## src/ddr2_fe_pkg.sv

```systemverilog
package ddr2_fe_pkg;

    // -------------------------------------------------------------------
    // widths
    // -------------------------------------------------------------------
    localparam int BA_W = 3;
    localparam int ADDR_W = 14;
    localparam int DQ_W = 16;
    localparam int SYNC_STAGES = 2;

    // -------------------------------------------------------------------
    // command codes {ras_n, cas_n, we_n}, valid only with select low
    // -------------------------------------------------------------------
    localparam logic [2:0] CMD_NOP = 3'h7;
    localparam logic [2:0] CMD_REFRESH = 3'h1;

    // -------------------------------------------------------------------
    // values after reset, and the per-width data termination masks
    // -------------------------------------------------------------------
    // high, so leaving reset never looks like a power-down entry
    localparam logic RST_CKE = 1'b1;
    localparam logic RST_CS_N = 1'b1;
    localparam logic RST_ODT = 1'b0;
    localparam logic [DQ_W-1:0] RST_TERM_DQ = 16'h0000;
    localparam logic [DQ_W-1:0] DQ_MASK_X4 = 16'h000F;
    localparam logic [DQ_W-1:0] DQ_MASK_X8 = 16'h00FF;
    localparam logic [DQ_W-1:0] DQ_MASK_X16 = 16'hFFFF;

    typedef enum logic [1:0] {
        WIDTH_X4,
        WIDTH_X8,
        WIDTH_X16
    } width_e;

    typedef enum logic [1:0] {
        PWR_ACTIVE,
        PWR_PD_PRECHARGE,
        PWR_PD_ACTIVE,
        PWR_SELF_REFRESH
    } pwr_e;

    typedef struct packed {
        logic cs_n;
        logic ras_n;
        logic cas_n;
        logic we_n;
        logic [BA_W-1:0] ba;
        logic [ADDR_W-1:0] addr;
    } cmd_s;

    typedef struct packed {
        logic ck;
        logic cke;
        logic odt;
        logic cmd_addr;
        logic data;
    } bufen_s;

    typedef struct packed {
        logic [DQ_W-1:0] dq;
        logic dqs_lo;
        logic dqs_hi;
        logic rdqs;
        logic dm_lo;
        logic dm_hi;
    } term_s;

    localparam cmd_s RST_CMD = '{cs_n: 1'b1, ras_n: 1'b1, cas_n: 1'b1,
                                 we_n: 1'b1, ba: 3'h0, addr: 14'h0000};
    localparam bufen_s RST_BUFEN = '{ck: 1'b1, cke: 1'b1, odt: 1'b1,
                                     cmd_addr: 1'b1, data: 1'b1};

endpackage

```

## src/level_sync.sv

```systemverilog
`timescale 1ns/10ps
`default_nettype none

module level_sync #(
    parameter int STAGES = 2,
    parameter logic RST_VAL = 1'b0
) (
    input wire logic clk,
    input wire logic rst,
    input wire logic d,
    output logic q
);

    logic [STAGES-1:0] chain_r;
    logic [STAGES-1:0] chain_nxt;

    always_comb begin
        chain_nxt = {chain_r[STAGES-2:0], d};
    end

    always_ff @(posedge clk) begin
        if (rst) begin
            chain_r <= {STAGES{RST_VAL}};
        end else begin
            chain_r <= chain_nxt;
        end
    end

    assign q = chain_r[STAGES-1];

endmodule

`default_nettype wire

```

## src/ddr2_control_input_front_end.sv

```systemverilog
`timescale 1ns/10ps
`default_nettype none

// Summary of operation
// - address and control inputs captured on the rising clock edge
// - read data presented for both clock crossings, rise then fall
// - clock enable high runs clocks, buffers, drivers; low stops clocks, drivers, command and data buffers
// - enable low: precharge or active power-down, or self refresh
// - power-down entry, exit and self-refresh entry use sampled enable
// - self-refresh exit from clock enable level via synchroniser
// - power-down keeps only clock, termination and enable buffers on
// - self refresh keeps only the clock enable receiver on
// - commands ignored whenever chip select is sampled high
// - chip select is a command bit; controller uses it for rank pick
// - termination input sampled high outside self refresh turns internal termination on
// - narrow widths terminate data, both strobe pairs and data mask
// - sixteen-bit width terminates all data, both strobes, both masks
// - termination input ignored while termination disabled in config
// - command decoded from row, column, write strobes and chip select
module ddr2_control_input_front_end #(
    parameter int DQW = ddr2_fe_pkg::DQ_W
) (
    input wire logic clk,
    input wire logic rst,
    input wire logic cke_pin,
    input wire ddr2_fe_pkg::cmd_s cmd_pin,
    input wire logic odt_pin,
    input wire ddr2_fe_pkg::width_e width_cfg,
    input wire logic odt_allow_cfg,
    input wire logic any_bank_open,
    input wire logic [DQW-1:0] rd_rise,
    input wire logic [DQW-1:0] rd_fall,
    input wire logic rd_valid,
    output ddr2_fe_pkg::cmd_s cmd_out,
    output logic cmd_valid,
    output ddr2_fe_pkg::pwr_e pwr_state,
    output logic clk_run,
    output ddr2_fe_pkg::bufen_s buf_en,
    output logic drv_en,
    output ddr2_fe_pkg::term_s term_en,
    output logic [DQW-1:0] dq_rise_out,
    output logic [DQW-1:0] dq_fall_out,
    output logic dq_out_valid
);
    import ddr2_fe_pkg::*;

    // -------------------------------------------------------------------
    // clock enable capture
    // -------------------------------------------------------------------
    // only one clock exists here, so the asynchronous exit path still
    // costs two cycles of latency through the synchroniser
    logic cke_sync;

    level_sync #(
        .STAGES(SYNC_STAGES),
        .RST_VAL(RST_CKE)
    ) u_cke_sync (
        .clk(clk),
        .rst(rst),
        .d(cke_pin),
        .q(cke_sync)
    );

    logic cke_r;
    logic cke_nxt;
    cmd_s cap_r;
    cmd_s cap_nxt;
    logic odt_r;
    logic odt_nxt;

    always_comb begin
        cke_nxt = cke_pin;
        cap_nxt = buf_en.cmd_addr ? cmd_pin : RST_CMD;
        odt_nxt = buf_en.odt ? odt_pin : RST_ODT;
    end

    always_ff @(posedge clk) begin
        if (rst) begin
            cke_r <= RST_CKE;
            cap_r <= RST_CMD;
            odt_r <= RST_ODT;
        end else begin
            cke_r <= cke_nxt;
            cap_r <= cap_nxt;
            odt_r <= odt_nxt;
        end
    end

    // -------------------------------------------------------------------
    // command masking and decode
    // -------------------------------------------------------------------
    logic selected;
    logic [2:0] op_code;
    logic is_refresh;

    always_comb begin
        selected = ~cap_r.cs_n;
        op_code = {cap_r.ras_n, cap_r.cas_n, cap_r.we_n};
        is_refresh = selected && (op_code == CMD_REFRESH);
    end

    pwr_e pwr_r;
    pwr_e pwr_nxt;
    cmd_s cmd_r;
    cmd_s cmd_nxt;
    logic cmd_valid_r;
    logic cmd_valid_nxt;

    always_comb begin
        cmd_nxt = cmd_r;
        cmd_valid_nxt = 1'b0;
        if (selected && op_code != CMD_NOP && cke_r &&
            pwr_r == PWR_ACTIVE) begin
            cmd_nxt = cap_r;
            cmd_valid_nxt = 1'b1;
        end
    end

    always_ff @(posedge clk) begin
        if (rst) begin
            cmd_r <= RST_CMD;
            cmd_valid_r <= 1'b0;
        end else begin
            cmd_r <= cmd_nxt;
            cmd_valid_r <= cmd_valid_nxt;
        end
    end

    // -------------------------------------------------------------------
    // power state
    // -------------------------------------------------------------------
    always_comb begin
        pwr_nxt = pwr_r;
        case (pwr_r)
            PWR_ACTIVE: begin
                if (!cke_r) begin
                    if (is_refresh) begin
                        pwr_nxt = PWR_SELF_REFRESH;
                    end else if (any_bank_open) begin
                        pwr_nxt = PWR_PD_ACTIVE;
                    end else begin
                        pwr_nxt = PWR_PD_PRECHARGE;
                    end
                end
            end
            PWR_PD_PRECHARGE, PWR_PD_ACTIVE: begin
                if (cke_r) begin
                    pwr_nxt = PWR_ACTIVE;
                end
            end
            PWR_SELF_REFRESH: begin
                if (cke_sync) begin
                    pwr_nxt = PWR_ACTIVE;
                end
            end
            default: begin
                pwr_nxt = PWR_ACTIVE;
            end
        endcase
    end

    // -------------------------------------------------------------------
    // buffer gating, drivers and termination
    // -------------------------------------------------------------------
    bufen_s buf_r;
    bufen_s buf_nxt;
    logic run_r;
    logic run_nxt;
    term_s term_r;
    term_s term_nxt;
    logic term_on;

    always_comb begin
        buf_nxt = RST_BUFEN;
        run_nxt = 1'b1;
        case (pwr_nxt)
            PWR_PD_PRECHARGE, PWR_PD_ACTIVE: begin
                buf_nxt.cmd_addr = 1'b0;
                buf_nxt.data = 1'b0;
                run_nxt = 1'b0;
            end
            PWR_SELF_REFRESH: begin
                buf_nxt = '{ck: 1'b0, cke: 1'b1, odt: 1'b0,
                            cmd_addr: 1'b0, data: 1'b0};
                run_nxt = 1'b0;
            end
            default: begin
                buf_nxt = RST_BUFEN;
            end
        endcase
    end

    always_comb begin
        term_on = odt_r && odt_allow_cfg;
        term_nxt = '{dq: RST_TERM_DQ, dqs_lo: 1'b0, dqs_hi: 1'b0,
                     rdqs: 1'b0, dm_lo: 1'b0, dm_hi: 1'b0};
        if (term_on) begin
            case (width_cfg)
                WIDTH_X16: begin
                    term_nxt.dq = DQ_MASK_X16;
                    term_nxt.dqs_lo = 1'b1;
                    term_nxt.dqs_hi = 1'b1;
                    term_nxt.dm_lo = 1'b1;
                    term_nxt.dm_hi = 1'b1;
                end
                WIDTH_X8: begin
                    term_nxt.dq = DQ_MASK_X8;
                    term_nxt.dqs_lo = 1'b1;
                    term_nxt.rdqs = 1'b1;
                    term_nxt.dm_lo = 1'b1;
                end
                default: begin
                    term_nxt.dq = DQ_MASK_X4;
                    term_nxt.dqs_lo = 1'b1;
                    term_nxt.rdqs = 1'b1;
                    term_nxt.dm_lo = 1'b1;
                end
            endcase
        end
    end

    always_ff @(posedge clk) begin
        if (rst) begin
            pwr_r <= PWR_ACTIVE;
            buf_r <= RST_BUFEN;
            run_r <= 1'b1;
            term_r <= '{dq: RST_TERM_DQ, dqs_lo: 1'b0, dqs_hi: 1'b0,
                        rdqs: 1'b0, dm_lo: 1'b0, dm_hi: 1'b0};
        end else begin
            pwr_r <= pwr_nxt;
            buf_r <= buf_nxt;
            run_r <= run_nxt;
            term_r <= term_nxt;
        end
    end

    // -------------------------------------------------------------------
    // read data output pair
    // -------------------------------------------------------------------
    // drivers follow the running clocks so a read cannot leak out in a
    // low-power state
    logic [DQW-1:0] rise_r;
    logic [DQW-1:0] rise_nxt;
    logic [DQW-1:0] fall_r;
    logic [DQW-1:0] fall_nxt;
    logic outv_r;
    logic outv_nxt;

    always_comb begin
        outv_nxt = rd_valid && run_nxt;
        rise_nxt = outv_nxt ? rd_rise : rise_r;
        fall_nxt = outv_nxt ? rd_fall : fall_r;
    end

    always_ff @(posedge clk) begin
        if (rst) begin
            rise_r <= '0;
            fall_r <= '0;
            outv_r <= 1'b0;
        end else begin
            rise_r <= rise_nxt;
            fall_r <= fall_nxt;
            outv_r <= outv_nxt;
        end
    end

    assign cmd_out = cmd_r;
    assign cmd_valid = cmd_valid_r;
    assign pwr_state = pwr_r;
    assign clk_run = run_r;
    assign buf_en = buf_r;
    assign drv_en = run_r;
    assign term_en = term_r;
    assign dq_rise_out = rise_r;
    assign dq_fall_out = fall_r;
    assign dq_out_valid = outv_r;

endmodule

`default_nettype wire

```

## config.mk

```make
export PLATFORM = sky130hd
export DESIGN_NAME = ddr2_control_input_front_end
export DESIGN_NICKNAME = d
export VERILOG_FILES = /design/src/ddr2_fe_pkg.sv /design/src/level_sync.sv /design/src/ddr2_control_input_front_end.sv
export SDC_FILE = /design/constraint.sdc
export NUM_CORES = 1
export LEC_CHECK = 0
export ABC_CLOCK_PERIOD_IN_PS = 1800
export BUFFER_PORTS_ARGS = -buffer_cell sky130_fd_sc_hd__clkbuf_2
export CELL_PAD_IN_SITES_DETAIL_PLACEMENT = 1
export CELL_PAD_IN_SITES_GLOBAL_PLACEMENT = 1
export CORE_MARGIN = 5
export CORE_UTILIZATION = 31
export CTS_CLUSTER_DIAMETER = 30
export DETAILED_ROUTE_END_ITERATION = 6
export GPL_TIMING_DRIVEN = 0
export MAX_ROUTING_LAYER = met4
export PLACE_DENSITY = 0.76
export RECOVER_POWER = 50
export SYNTH_ARGS = -nofsm -noshare
export SYNTH_HDL_FRONTEND = slang
export SYNTH_SLANG_ARGS = --single-unit
export TNS_END_PERCENT = 50
```

## constraint.sdc

```tcl
create_clock -name clk -period 1.8 [get_ports clk]
set_input_delay 0 -clock clk [delete_from_list [all_inputs] [get_ports clk]]
set_output_delay 0 -clock clk [all_outputs]
set_load 0.01 [all_outputs]
```

[After elaboration in Yosys (flattened, before gate mapping)]
Index checks and enable logic that the tools add are counted.
Widths: inputs -> output; s select.
Operators by class
  eq/ne operators: 10
  muxes and demuxes: 14
  bitwise logic cells: 4
  reduce and logical (&&, ||, !) cells: 12
Operators by type and width (count)
  $pmux 17 s2: 1
  $mux 2: 7
  $eq 2x2->1 const B: 5
  $reduce_or 2->1: 4
  $eq 2x1->1 const B: 3
  $logic_and 1x1->1: 6
  $pmux 2 s3: 1
  $mux 1: 4
  $not 1->1: 4
  $eq 3x1->1 const B: 1
  $mux 3: 1
  $ne 3x3->1 const B: 1
  $reduce_or 3->1: 1
  $logic_not 2->1: 1
Storage, ports and cells
  register bits after elaboration: 108
  output and inout bits: 85

[Depth between registers and ports, before layout]
Gate-level depths: netlist (run 1).
  depth in word-level cells: 9
  depth in mapped cells: 8
  mapped depth without buffers: 6

[Hierarchy]
From an unflattened synthesis (run 1), not the netlist that was laid out.
Second synthesis, totals
  cells, all modules: 353
  area, all modules: 3492.1 um^2
By module, submodules not included
  ddr2_control_input_front_end: times used 1, cells each 349, area each 3439.5 um^2, seq. area each 1741.7 um^2
  level_sync: times used 1, cells each 4, area each 52.6 um^2, seq. area each 40.0 um^2

[Worst setup path after synthesis (run 1)]
Ideal clock, no wire load.
  kind: register -> register
  from: reg pwr_r[0], in the netlist pwr_state[0]
  to: reg fall_r[0], in the netlist dq_fall_out[0]
  setup time: 0.072 ns
  arrival time: 1.688 ns
  data required time: 1.728 ns
  setup slack: 0.041 ns
  cell stages (with the launch flop): 9
  path buffers: 2
  clock period less this slack: 1.759 ns
  cells stage by stage: dfxtp_1 inv_1 ha_1 nor2b_2 o21ai_1 and4_4 buf_8 buf_12 mux2i_1
Between the ends
  word-level cells in the longest chain between the ends: 7
  elaborated cells between the ends (all ways): 15
  those cells by class: eq/ne: 6; mux: 5; reduce/logical: 4
Ends and longest elaborated chain
  start: declaration: line ddr2_control_input_front_end.sv:102  | pwr_e pwr_r;
  start signal: assignment: line ddr2_control_input_front_end.sv:230  | pwr_r <= pwr_nxt;
  $eq 2x1->1 or $eq 2x2->1 (tied branches): line ddr2_control_input_front_end.sv:134  | case (pwr_r)
  $reduce_or 2->1: line ddr2_control_input_front_end.sv:134
  $pmux 2 s3 *: line ddr2_control_input_front_end.sv:134
  $eq 2x2->1 or $eq 2x1->1 (tied branches): line ddr2_control_input_front_end.sv:176  | case (pwr_nxt)
  $reduce_or 3->1 (no source line) *
  $mux 1 *: line ddr2_control_input_front_end.sv:176
  $logic_and 1x1->1 *: line ddr2_control_input_front_end.sv:250  | outv_nxt = rd_valid && run_nxt;
  end signal: assignment: line ddr2_control_input_front_end.sv:262  | fall_r <= fall_nxt;
  end: declaration: line ddr2_control_input_front_end.sv:244  | logic [DQW-1:0] fall_r;
Mark *: on every way between the ends. The rest lies on a longest branch, timed or not.
A chain may end at the register's enable or synchronous reset.

[Worst setup path after layout (run 1)]
  from: reg pwr_r[0], in the netlist pwr_state[0]
  to: reg fall_r[1], in the netlist dq_fall_out[1]
The elaborated chain is that of the path after synthesis.

==> impl_metrics.csv, run 1 <==
group,metric,value,unit
synthesis,syn-instance-count,351,
finish,insertedDiodeCount,0,
sta,timing.clock.skew,0.0141,ns
global_route,grt-ovfl-total,0,
power,fin_total_pwr,4.42,mW
power,power.static_leakage,2.26,nW
detailed_routing,dr.first_iter.drc_count,91,
detailed_routing,drc,0,
power,power_report.internal_total,3.30,mW
detailed_routing,dr_vias_cell,4.35,
global_route,global_route.usage.total,16.6,%
placed_design,routabilityCongestion,0.798,
clocking,clock_slew_seen_by_the_registers_of_the_worst_setup_and_hold_paths,0.10,ns
clocking,clock_sink_count,88,
floorplanning,floorplan.initialDensity,31.8,%
clocking,cts_buf_count,9,
sta,post-route-period-util,97.6,%
critical_path,crit_fanout,5,
power,comb_power_share,16.2,%
power,power_density,839,nW/um^2
detailed_routing,via_count,3126,
critical_path,timing.critical_path.from,"pwr_state[0]",
global_route,grt_pass1_vias,3532,
clocking,clockRootBuffer,"sky130_fd_sc_hd__clkbuf_8",
clocking,cts_max_level,3,
synthesis,yosys_most_used_dff,"sky130_fd_sc_hd__dfxtp_1",
detailed_routing,1st_pass_router_iterations,4,
sta,finalMaxSlewViolations,0,
global_route,grt_start_max_net_pins,17,
critical_path,worst_ep_arrival_time,2.03,ns
synthesis,yosys_warnings,0,
clocking,tritoncts_clock_tree,"built",
detailed_routing,route.layer.met1.wl,4530,um
synthesis,ys_seq_elements,88,
sta,period_needed,1.76,ns
power,max-vdd-ir-drop,0.000403,V
placed_design,place.detailed.hpwl,7390,um
global_route,first_pass_grt_wire_length,17100,um
clocking,clock_latency,0.35,ns
synthesis,cell_area_after_technology_mapping,3470,sq um
synthesis,async_flop_share,0,%
synthesis,synth.distinct_cells,33,
clocking,clock_tree.buffer_depth,2,
finish,area_growth_syn_to_layout,52.0,%
power,power.switching,1.13,mW
finish,final_layout_size_suffix_gt1_share,25.3,%
critical_path,crit_path_end_kind,"register",
synthesis,synth_enable_flop_cells,0,
detailed_routing,totalWireLength,11100,um
floorplanning,die_width,116,um
detailed_routing,top_layer_used,"met4",
finish,net_count_reported_at_finish,639,
finish,final_area,5270,sq um
sta,slew_at_the_pin_with_the_worst_max_slew_slack,0.563,ns
placed_design,placedInstanceArea,4370,sq um
sta,worst_slew_margin_rel,61.9,%
synthesis,synth.yosys.seq_area_share,50.8,%
finish,filler_cell_count,1280,
outcome,outcome,"finished clean",
worst_hold_path,hold_path.class,"in2reg",
floorplanning,floorplan.core_area,10900,sq um
floorplanning,design.portCount,147,
floorplanning,floorplan.rows,38,
floorplanning,die_h,116,um
power,sw_frac_of_total,25.4,%
critical_path,worst_ep_required_time,2.07,ns
synthesis,mappedNetlistNets,417,
job,max_cap_violations,0,
critical_path,critPathLaunchType,"register",
synthesis,postSynthAreaPerCell,9.87,sq um
worst_hold_path,worst_hold_startpoint,"width_cfg[0]",
floorplanning,die-area,13400,sq um
placed_design,port-buffer-count,145,
sta,setup_tns,0,ns
sta,timing.final.hold_violations,0,
detailed_routing,wl_met2,5870,um
critical_path,r2r-start,"pwr_state[0]",
global_route,initial_antenna_violation_count,0,
sta,setup_viol,0,
detailed_routing,met3RoutedLength,619,um
sta,achievable-frequency,569,MHz
critical_path,crit_type,"reg2reg",
detailed_routing,postRouteAntennaNets,0,
power,pwr-share-clk,35.9,%
power,power.sequential.fraction,47.9,%
detailed_routing,wl_per_cell,15.5,um
## worst max-delay path: stages, from the launching register on
cell	delay, ns
sky130_fd_sc_hd__dfxtp_4	0.37
sky130_fd_sc_hd__inv_1	0.05
sky130_fd_sc_hd__ha_1	0.29
sky130_fd_sc_hd__nor2b_4	0.13
sky130_fd_sc_hd__o21ai_2	0.06
sky130_fd_sc_hd__and4_4	0.26
sky130_fd_sc_hd__buf_12	0.14
sky130_fd_sc_hd__clkbuf_16	0.15
sky130_fd_sc_hd__mux2i_1	0.21
## power by group through the flow
stage                     Sequential, mW  Clock, mW  Combinational [mW]
after CTS                           2.12       1.65               0.671
after global placement              2.16          0               0.551
after global routing                2.13       1.72               0.783
final                               2.12       1.59               0.718
after floorplan                     2.19          0               0.299
after detailed placement            2.16          0               0.565
## Yosys cell counts, types with 2 or more instances
master | instances | area (sq um)
sky130_fd_sc_hd__and2_1 | 18 | 113
sky130_fd_sc_hd__o22ai_1 | 2 | 12.5
sky130_fd_sc_hd__ha_1 | 4 | 50.1
sky130_fd_sc_hd__nor2b_1 | 3 | 18.8
sky130_fd_sc_hd__clkbuf_1 | 10 | 37.5
sky130_fd_sc_hd__a31o_2 | 2 | 17.5
sky130_fd_sc_hd__nand2_1 | 41 | 154
sky130_fd_sc_hd__nand3b_1 | 3 | 22.5
sky130_fd_sc_hd__nand3_1 | 2 | 10.0
sky130_fd_sc_hd__nor2_1 | 4 | 15.0
sky130_fd_sc_hd__nand2b_1 | 69 | 432
sky130_fd_sc_hd__a21o_1 | 2 | 15.0
sky130_fd_sc_hd__buf_12 | 3 | 60.1
sky130_fd_sc_hd__buf_4 | 21 | 158
sky130_fd_sc_hd__mux2i_1 | 32 | 320
sky130_fd_sc_hd__o21ai_0 | 2 | 10.0
sky130_fd_sc_hd__buf_2 | 6 | 30.0
sky130_fd_sc_hd__a21oi_1 | 19 | 95.1
sky130_fd_sc_hd__inv_1 | 5 | 18.8
sky130_fd_sc_hd__dfxtp_1 | 88 | 1760
sky130_fd_sc_hd__or2_1 | 3 | 18.8
## per-layer routing
| layer | vias to the layer above | GRT usage [%] |
|---|---|---|
| li1 | 1540 | - |
| met1 | 1473 | 17.9 |
| met2 | 100 | 30.8 |
| met3 | 13 | 4.07 |
| met5 | - | - |
| met4 | 0 | 3.40 |
## cells in the final DEF (no fill, tap or decap), types with 3 or more instances in the layout
| cell type | netlist | final |
|---|---|---|
| sky130_fd_sc_hd__nand2_1 | 41 | 41 |
| sky130_fd_sc_hd__buf_12 | 3 | 4 |
| sky130_fd_sc_hd__clkbuf_2 | 0 | 82 |
| sky130_fd_sc_hd__inv_1 | 5 | 4 |
| sky130_fd_sc_hd__nand2b_1 | 69 | 69 |
| sky130_fd_sc_hd__nor2b_1 | 3 | 3 |
| sky130_fd_sc_hd__buf_4 | 21 | 11 |
| sky130_fd_sc_hd__clkbuf_16 | 0 | 4 |
| sky130_fd_sc_hd__dlygate4sd3_1 | 0 | 59 |
| sky130_fd_sc_hd__dfxtp_1 | 88 | 86 |
| sky130_fd_sc_hd__a21oi_1 | 19 | 19 |
| sky130_fd_sc_hd__ha_1 | 4 | 4 |
| sky130_fd_sc_hd__buf_2 | 6 | 4 |
| sky130_fd_sc_hd__mux2i_1 | 32 | 30 |
| sky130_fd_sc_hd__clkbuf_8 | 0 | 10 |
| sky130_fd_sc_hd__nor2_1 | 4 | 4 |
| sky130_fd_sc_hd__clkbuf_1 | 10 | 75 |
| sky130_fd_sc_hd__clkbuf_4 | 0 | 13 |
| sky130_fd_sc_hd__and2_1 | 18 | 18 |
| sky130_fd_sc_hd__nand3b_1 | 3 | 3 |
## sequential cells by signal, indices dropped and copies added, names as in the netlist, 2 cells and up
signal	flops
cmd_out	21
dq_rise_out	16
buf_en	2
pwr_state	2
dq_fall_out	16
u_cke_sync.chain_r	2
cap_r	21
term_en	5
## kinds of logic (layout without fill, tap and decap cells)
kind of cell / after synthesis / count (layout) / share of synthesized area, %
other cells: 1 / 1 / 0.108
flops: 88 / 88 / 50.8
fa+ha+maj: 4 / 4 / 1.44
mux: 32 / 32 / 9.24
buf+inv: 47 / 274 / 9.31
compound gates: 29 / 29 / 4.66
simple gates: 150 / 150 / 24.4
## layout make-up
type	instances	area (sq um)	area share [%]
Clock inverter	6	97.6	1.85
Sequential cell	88	1770	33.6
Inverter	6	22.5	0.427
Multi-Input combinational cell	216	1400	26.6
Clock buffer	10	138	2.61
Timing Repair Buffer	211	1360	25.8
Tap cell	140	175	3.32
Buffer	41	303	5.75
## stage by stage
step | instances | hold WS (ns) | util [%] | setup WS, ns
after floorplan | 351 | 0.0971 | - | 0.0407
after CTS | 712 | 0.00291 | 47.8 | 0.000640
after global routing | 718 | 0.0413 | 48.4 | -0.0304
after detailed placement | 636 | 0.195 | 40.1 | -0.0957
after global placement | 636 | 0.186 | 40.1 | -0.0303
final | 718 | 0.0293 | 48.4 | 0.0431
## final timing paths
path	endpoint	depth (start not counted)	slack [ns]
setup / recovery	dq_fall_out[1]	8	0.04
hold / removal	term_en[2]	4	0.03
setup reg to reg	dq_fall_out[1]	8	0.04
hold reg to reg	cmd_out[16]	2	0.44
## what timing repair did
action / in CTS / in global routing
setup buffers: 1 / 2
pin swaps: 0 / 1
gates cloned: 0 / 4
setup endpoints to repair: 34 / 36
resized for setup: 4 / 7
endpoints found under the hold margin: 58 / 0
hold buffers: 59 / 0
Power figures use the tool's default switching activity.
==> run 2, diff against run 1 <==
--- a/config.mk
+++ b/config.mk
@@ -5,17 +5,17 @@
 export SDC_FILE = /design/constraint.sdc
 export NUM_CORES = 1
 export LEC_CHECK = 0
-export ABC_CLOCK_PERIOD_IN_PS = 1800
+export ABC_CLOCK_PERIOD_IN_PS = 1700
 export BUFFER_PORTS_ARGS = -buffer_cell sky130_fd_sc_hd__clkbuf_2
 export CELL_PAD_IN_SITES_DETAIL_PLACEMENT = 1
 export CELL_PAD_IN_SITES_GLOBAL_PLACEMENT = 1
 export CORE_MARGIN = 5
-export CORE_UTILIZATION = 31
+export CORE_UTILIZATION = 35
 export CTS_CLUSTER_DIAMETER = 30
 export DETAILED_ROUTE_END_ITERATION = 6
 export GPL_TIMING_DRIVEN = 0
 export MAX_ROUTING_LAYER = met4
-export PLACE_DENSITY = 0.76
+export PLACE_DENSITY = 0.81
 export RECOVER_POWER = 50
 export SYNTH_ARGS = -nofsm -noshare
 export SYNTH_HDL_FRONTEND = slang
==> constraint.sdc (replaced) <==
create_clock -name clk -period 1.7 [get_ports clk]
set_input_delay 0 -clock clk [delete_from_list [all_inputs] [get_ports clk]]
set_output_delay 0 -clock clk [all_outputs]
set_load 0.01 [all_outputs]
==> run 2 against run 1 <==
  * The flow now finishes with violations (negative setup slack)
  * Hold slack better by 0.12 ns
  * Final area is 0.50% higher
  * Count of clock-buffer cells in the layout stayed put
  * Worst setup slack worse by 0.061 ns
  * First-iteration DRC count is 30% lower
  * Clock power is 6% lower
  * Clock skew is 0.0072 ns lower
  * Total power is 2.2% higher
  * Sequential share of layout area is 0.17 points lower
  * Non-clock buffer count is 3 higher
  * Utilization is 6.0 points higher
  * Wire length is 5.3% higher
  * Critical path type unchanged
==> impl_metrics.csv, run 2 (synthesized netlist as in run 1, its figures left out) <==
group,metric,value,unit
sta,setup_viol,1,
placed_design,place.detailed.hpwl,7360,um
finish,insertedDiodeCount,0,
floorplanning,design.portCount,147,
power,power_report.internal_total,3.33,mW
floorplanning,floorplan.initialDensity,35.6,%
detailed_routing,postRouteAntennaNets,0,
outcome,violations_in_the_final_reports,"negative setup slack",
sta,period_needed,1.72,ns
power,power_density,853,nW/um^2
finish,finalNonFillerCells,714,
sta,grt_setup_unrepaired,"yes",
detailed_routing,drc,0,
finish,filler_cell_count,1190,
power,sw_frac_of_total,26.3,%
finish,area_growth_syn_to_layout,52.8,%
power,max-vdd-ir-drop,0.000521,V
critical_path,crit_fanout,5,
outcome,outcome,"finished with violations",
detailed_routing,dr_vias_cell,4.45,
clocking,tritoncts_clock_tree,"built",
placed_design,place.detailed.instances,629,
placed_design,port-buffer-count,145,
critical_path,crit_type,"reg2reg",
power,comb_power_share,17.4,%
clocking,clockRootBuffer,"sky130_fd_sc_hd__clkbuf_8",
global_route,grt_pass1_vias,3580,
global_route,grt_start_max_net_pins,16,
placed_design,placedInstanceArea,4360,sq um
clocking,cts_buf_count,9,
global_route,global_route.usage.total,19.7,%
critical_path,cell_repeated_most_along_the_worst_path,"sky130_fd_sc_hd__buf_12",
critical_path,crit_path_end_kind,"register",
critical_path,crit_path_max_incr_delay,0.39,ns
sta,timing.clock.skew,0.00690,ns
detailed_routing,dr.first_iter.drc_count,64,
finish,net_count_reported_at_finish,642,
finish,commonest_cells_after_routing_fill_and_taps_aside,"sky130_fd_sc_hd__dfxtp_1, sky130_fd_sc_hd__clkbuf_2, sky130_fd_sc_hd__clkbuf_1",
critical_path,critPathLaunchType,"register",
floorplanning,die-area,12000,sq um
finish,final_common_cell,"sky130_fd_sc_hd__dfxtp_1",
power,power.static_leakage,2.25,nW
detailed_routing,via_count,3179,
finish,final_layout_size_suffix_gt1_share,26.9,%
sta,slew_at_the_pin_with_the_worst_max_slew_slack,0.500,ns
floorplanning,floorplan.core_area,9730,sq um
power,power.switching,1.19,mW
sta,post-route-period-util,101,%
detailed_routing,totalWireLength,11700,um
sta,timing.final.hold_violations,0,
job,max_cap_violations,0,
sta,worst_slew_margin_rel,66.7,%
detailed_routing,1st_pass_router_iterations,4,
clocking,clock_tree.buffer_depth,2,
clocking,clock_sink_count,88,
critical_path,max_stage_delay_cell_worst_path,"sky130_fd_sc_hd__dfxtp_4",
global_route,initial_antenna_violation_count,0,
power,pwr-share-clk,33.0,%
clocking,cts_max_level,3,
sta,finalMaxSlewViolations,0,
floorplanning,floorplan.rows,36,
floorplanning,die_h,110,um
power,fin_total_pwr,4.52,mW
critical_path,worst_ep_arrival_time,1.98,ns
finish,final_area,5300,sq um
detailed_routing,wl_per_cell,16.4,um
finish,final_core_utilization,54.4,%
floorplanning,die_width,110,um
sta,achievable-frequency,582,MHz
clocking,clock_slew_seen_by_the_registers_of_the_worst_setup_and_hold_paths,0.09,ns
clocking,clock_latency,0.35,ns
worst_hold_path,hold_path.class,"in2reg",
critical_path,worst_ep_required_time,1.97,ns
sta,finalWorstSetupSlack,-0.0177,ns
sta,setup_tns,-0.0177,ns
placed_design,routabilityCongestion,0.757,
power,power.sequential.fraction,49.7,%
critical_path,crit_path_cell_trace,"inv_4, ha_4, nor2b_4, o21ai_2, and4_4, buf_12, buf_12, mux2i_1",
global_route,first_pass_grt_wire_length,17400,um
global_route,grt-ovfl-total,0,
-- run 2: cell count changes in the layout (fill, tap and decap cells not counted), moves of 3 or more --
cell and delta:
sky130_fd_sc_hd__ha_1 -3, sky130_fd_sc_hd__buf_4 +11, sky130_fd_sc_hd__clkbuf_16 -3, sky130_fd_sc_hd__clkbuf_4 -10
-- run 2: worst max-delay path: cells and delay by family (launching register included) --
kind            cells  cell delay [ns]
fa+ha+maj           1             0.22
flops               1             0.39
buf+inv             3             0.33
compound gates      1             0.07
simple gates        2             0.41
mux                 1             0.23
-- run 2: per-layer routing --
metal  global-route usage [%]  share of wire (%)  vias to the layer above
met1                     18.9                 38                     1501
met3                     4.11                5.0                       24
met5                        -                  0                        -
li1                         -                  -                     1549
met4                     7.93                2.7                        0
met2                     38.1                 55                      105
-- run 2: worst paths after layout --
path                 start        endpoint  slack (ns)  cells after the start
max           pwr_state[0]  dq_fall_out[5]       -0.02                      8
min          odt_allow_cfg     term_en[12]        0.15                      4
max reg2reg   pwr_state[0]  dq_fall_out[5]       -0.02                      8
min reg2reg       cap_r[7]      cmd_out[7]        0.44                      2
-- run 2: power groups by stage --
stage               Clock [mW]  Sequential, mW  Combinational [mW]
floorplan                    0            2.32               0.316
global placement             0            2.28               0.578
detailed placement           0            2.29               0.600
CTS                       1.53            2.24               0.785
global route              1.62            2.26               0.850
finish                    1.49            2.24               0.785
-- run 2: metrics by stage --
step / hold slack, ns / setup slack, ns
2_1_floorplan: 0.0971 / 0.0268
3_3_place_gp: 0.184 / -0.0471
3_5_place_dp: 0.188 / -0.137
4_1_cts: 0.0259 / 0.00403
5_1_grt: 0.179 / -0.0553
6_report: 0.154 / -0.0177
-- run 2: repair_timing --
| item | in CTS | in global routing |
|---|---|---|
| endpoints found under the setup margin | 33 | 18 |
| resized for setup | 17 | 9 |
| pin swaps | 3 | 2 |
| endpoints found under the hold margin | 59 | 0 |
| setup buffers | 6 | 4 |
| cloned | 2 | 1 |
| hold buffers | 60 | 0 |
-- run 2: area by class of cell --
type                    instances  area (sq um)  area share (%)
plain buffers                  40           284            5.36
multi-input cells             216          1450            27.4
inverters                       6          27.5           0.520
flip-flops and latches         88          1770            33.4
repair buffers                215          1390            26.3
clock inverters                 6          67.6            1.28
clock buffers                  10           138            2.60
well taps                     133           166            3.14
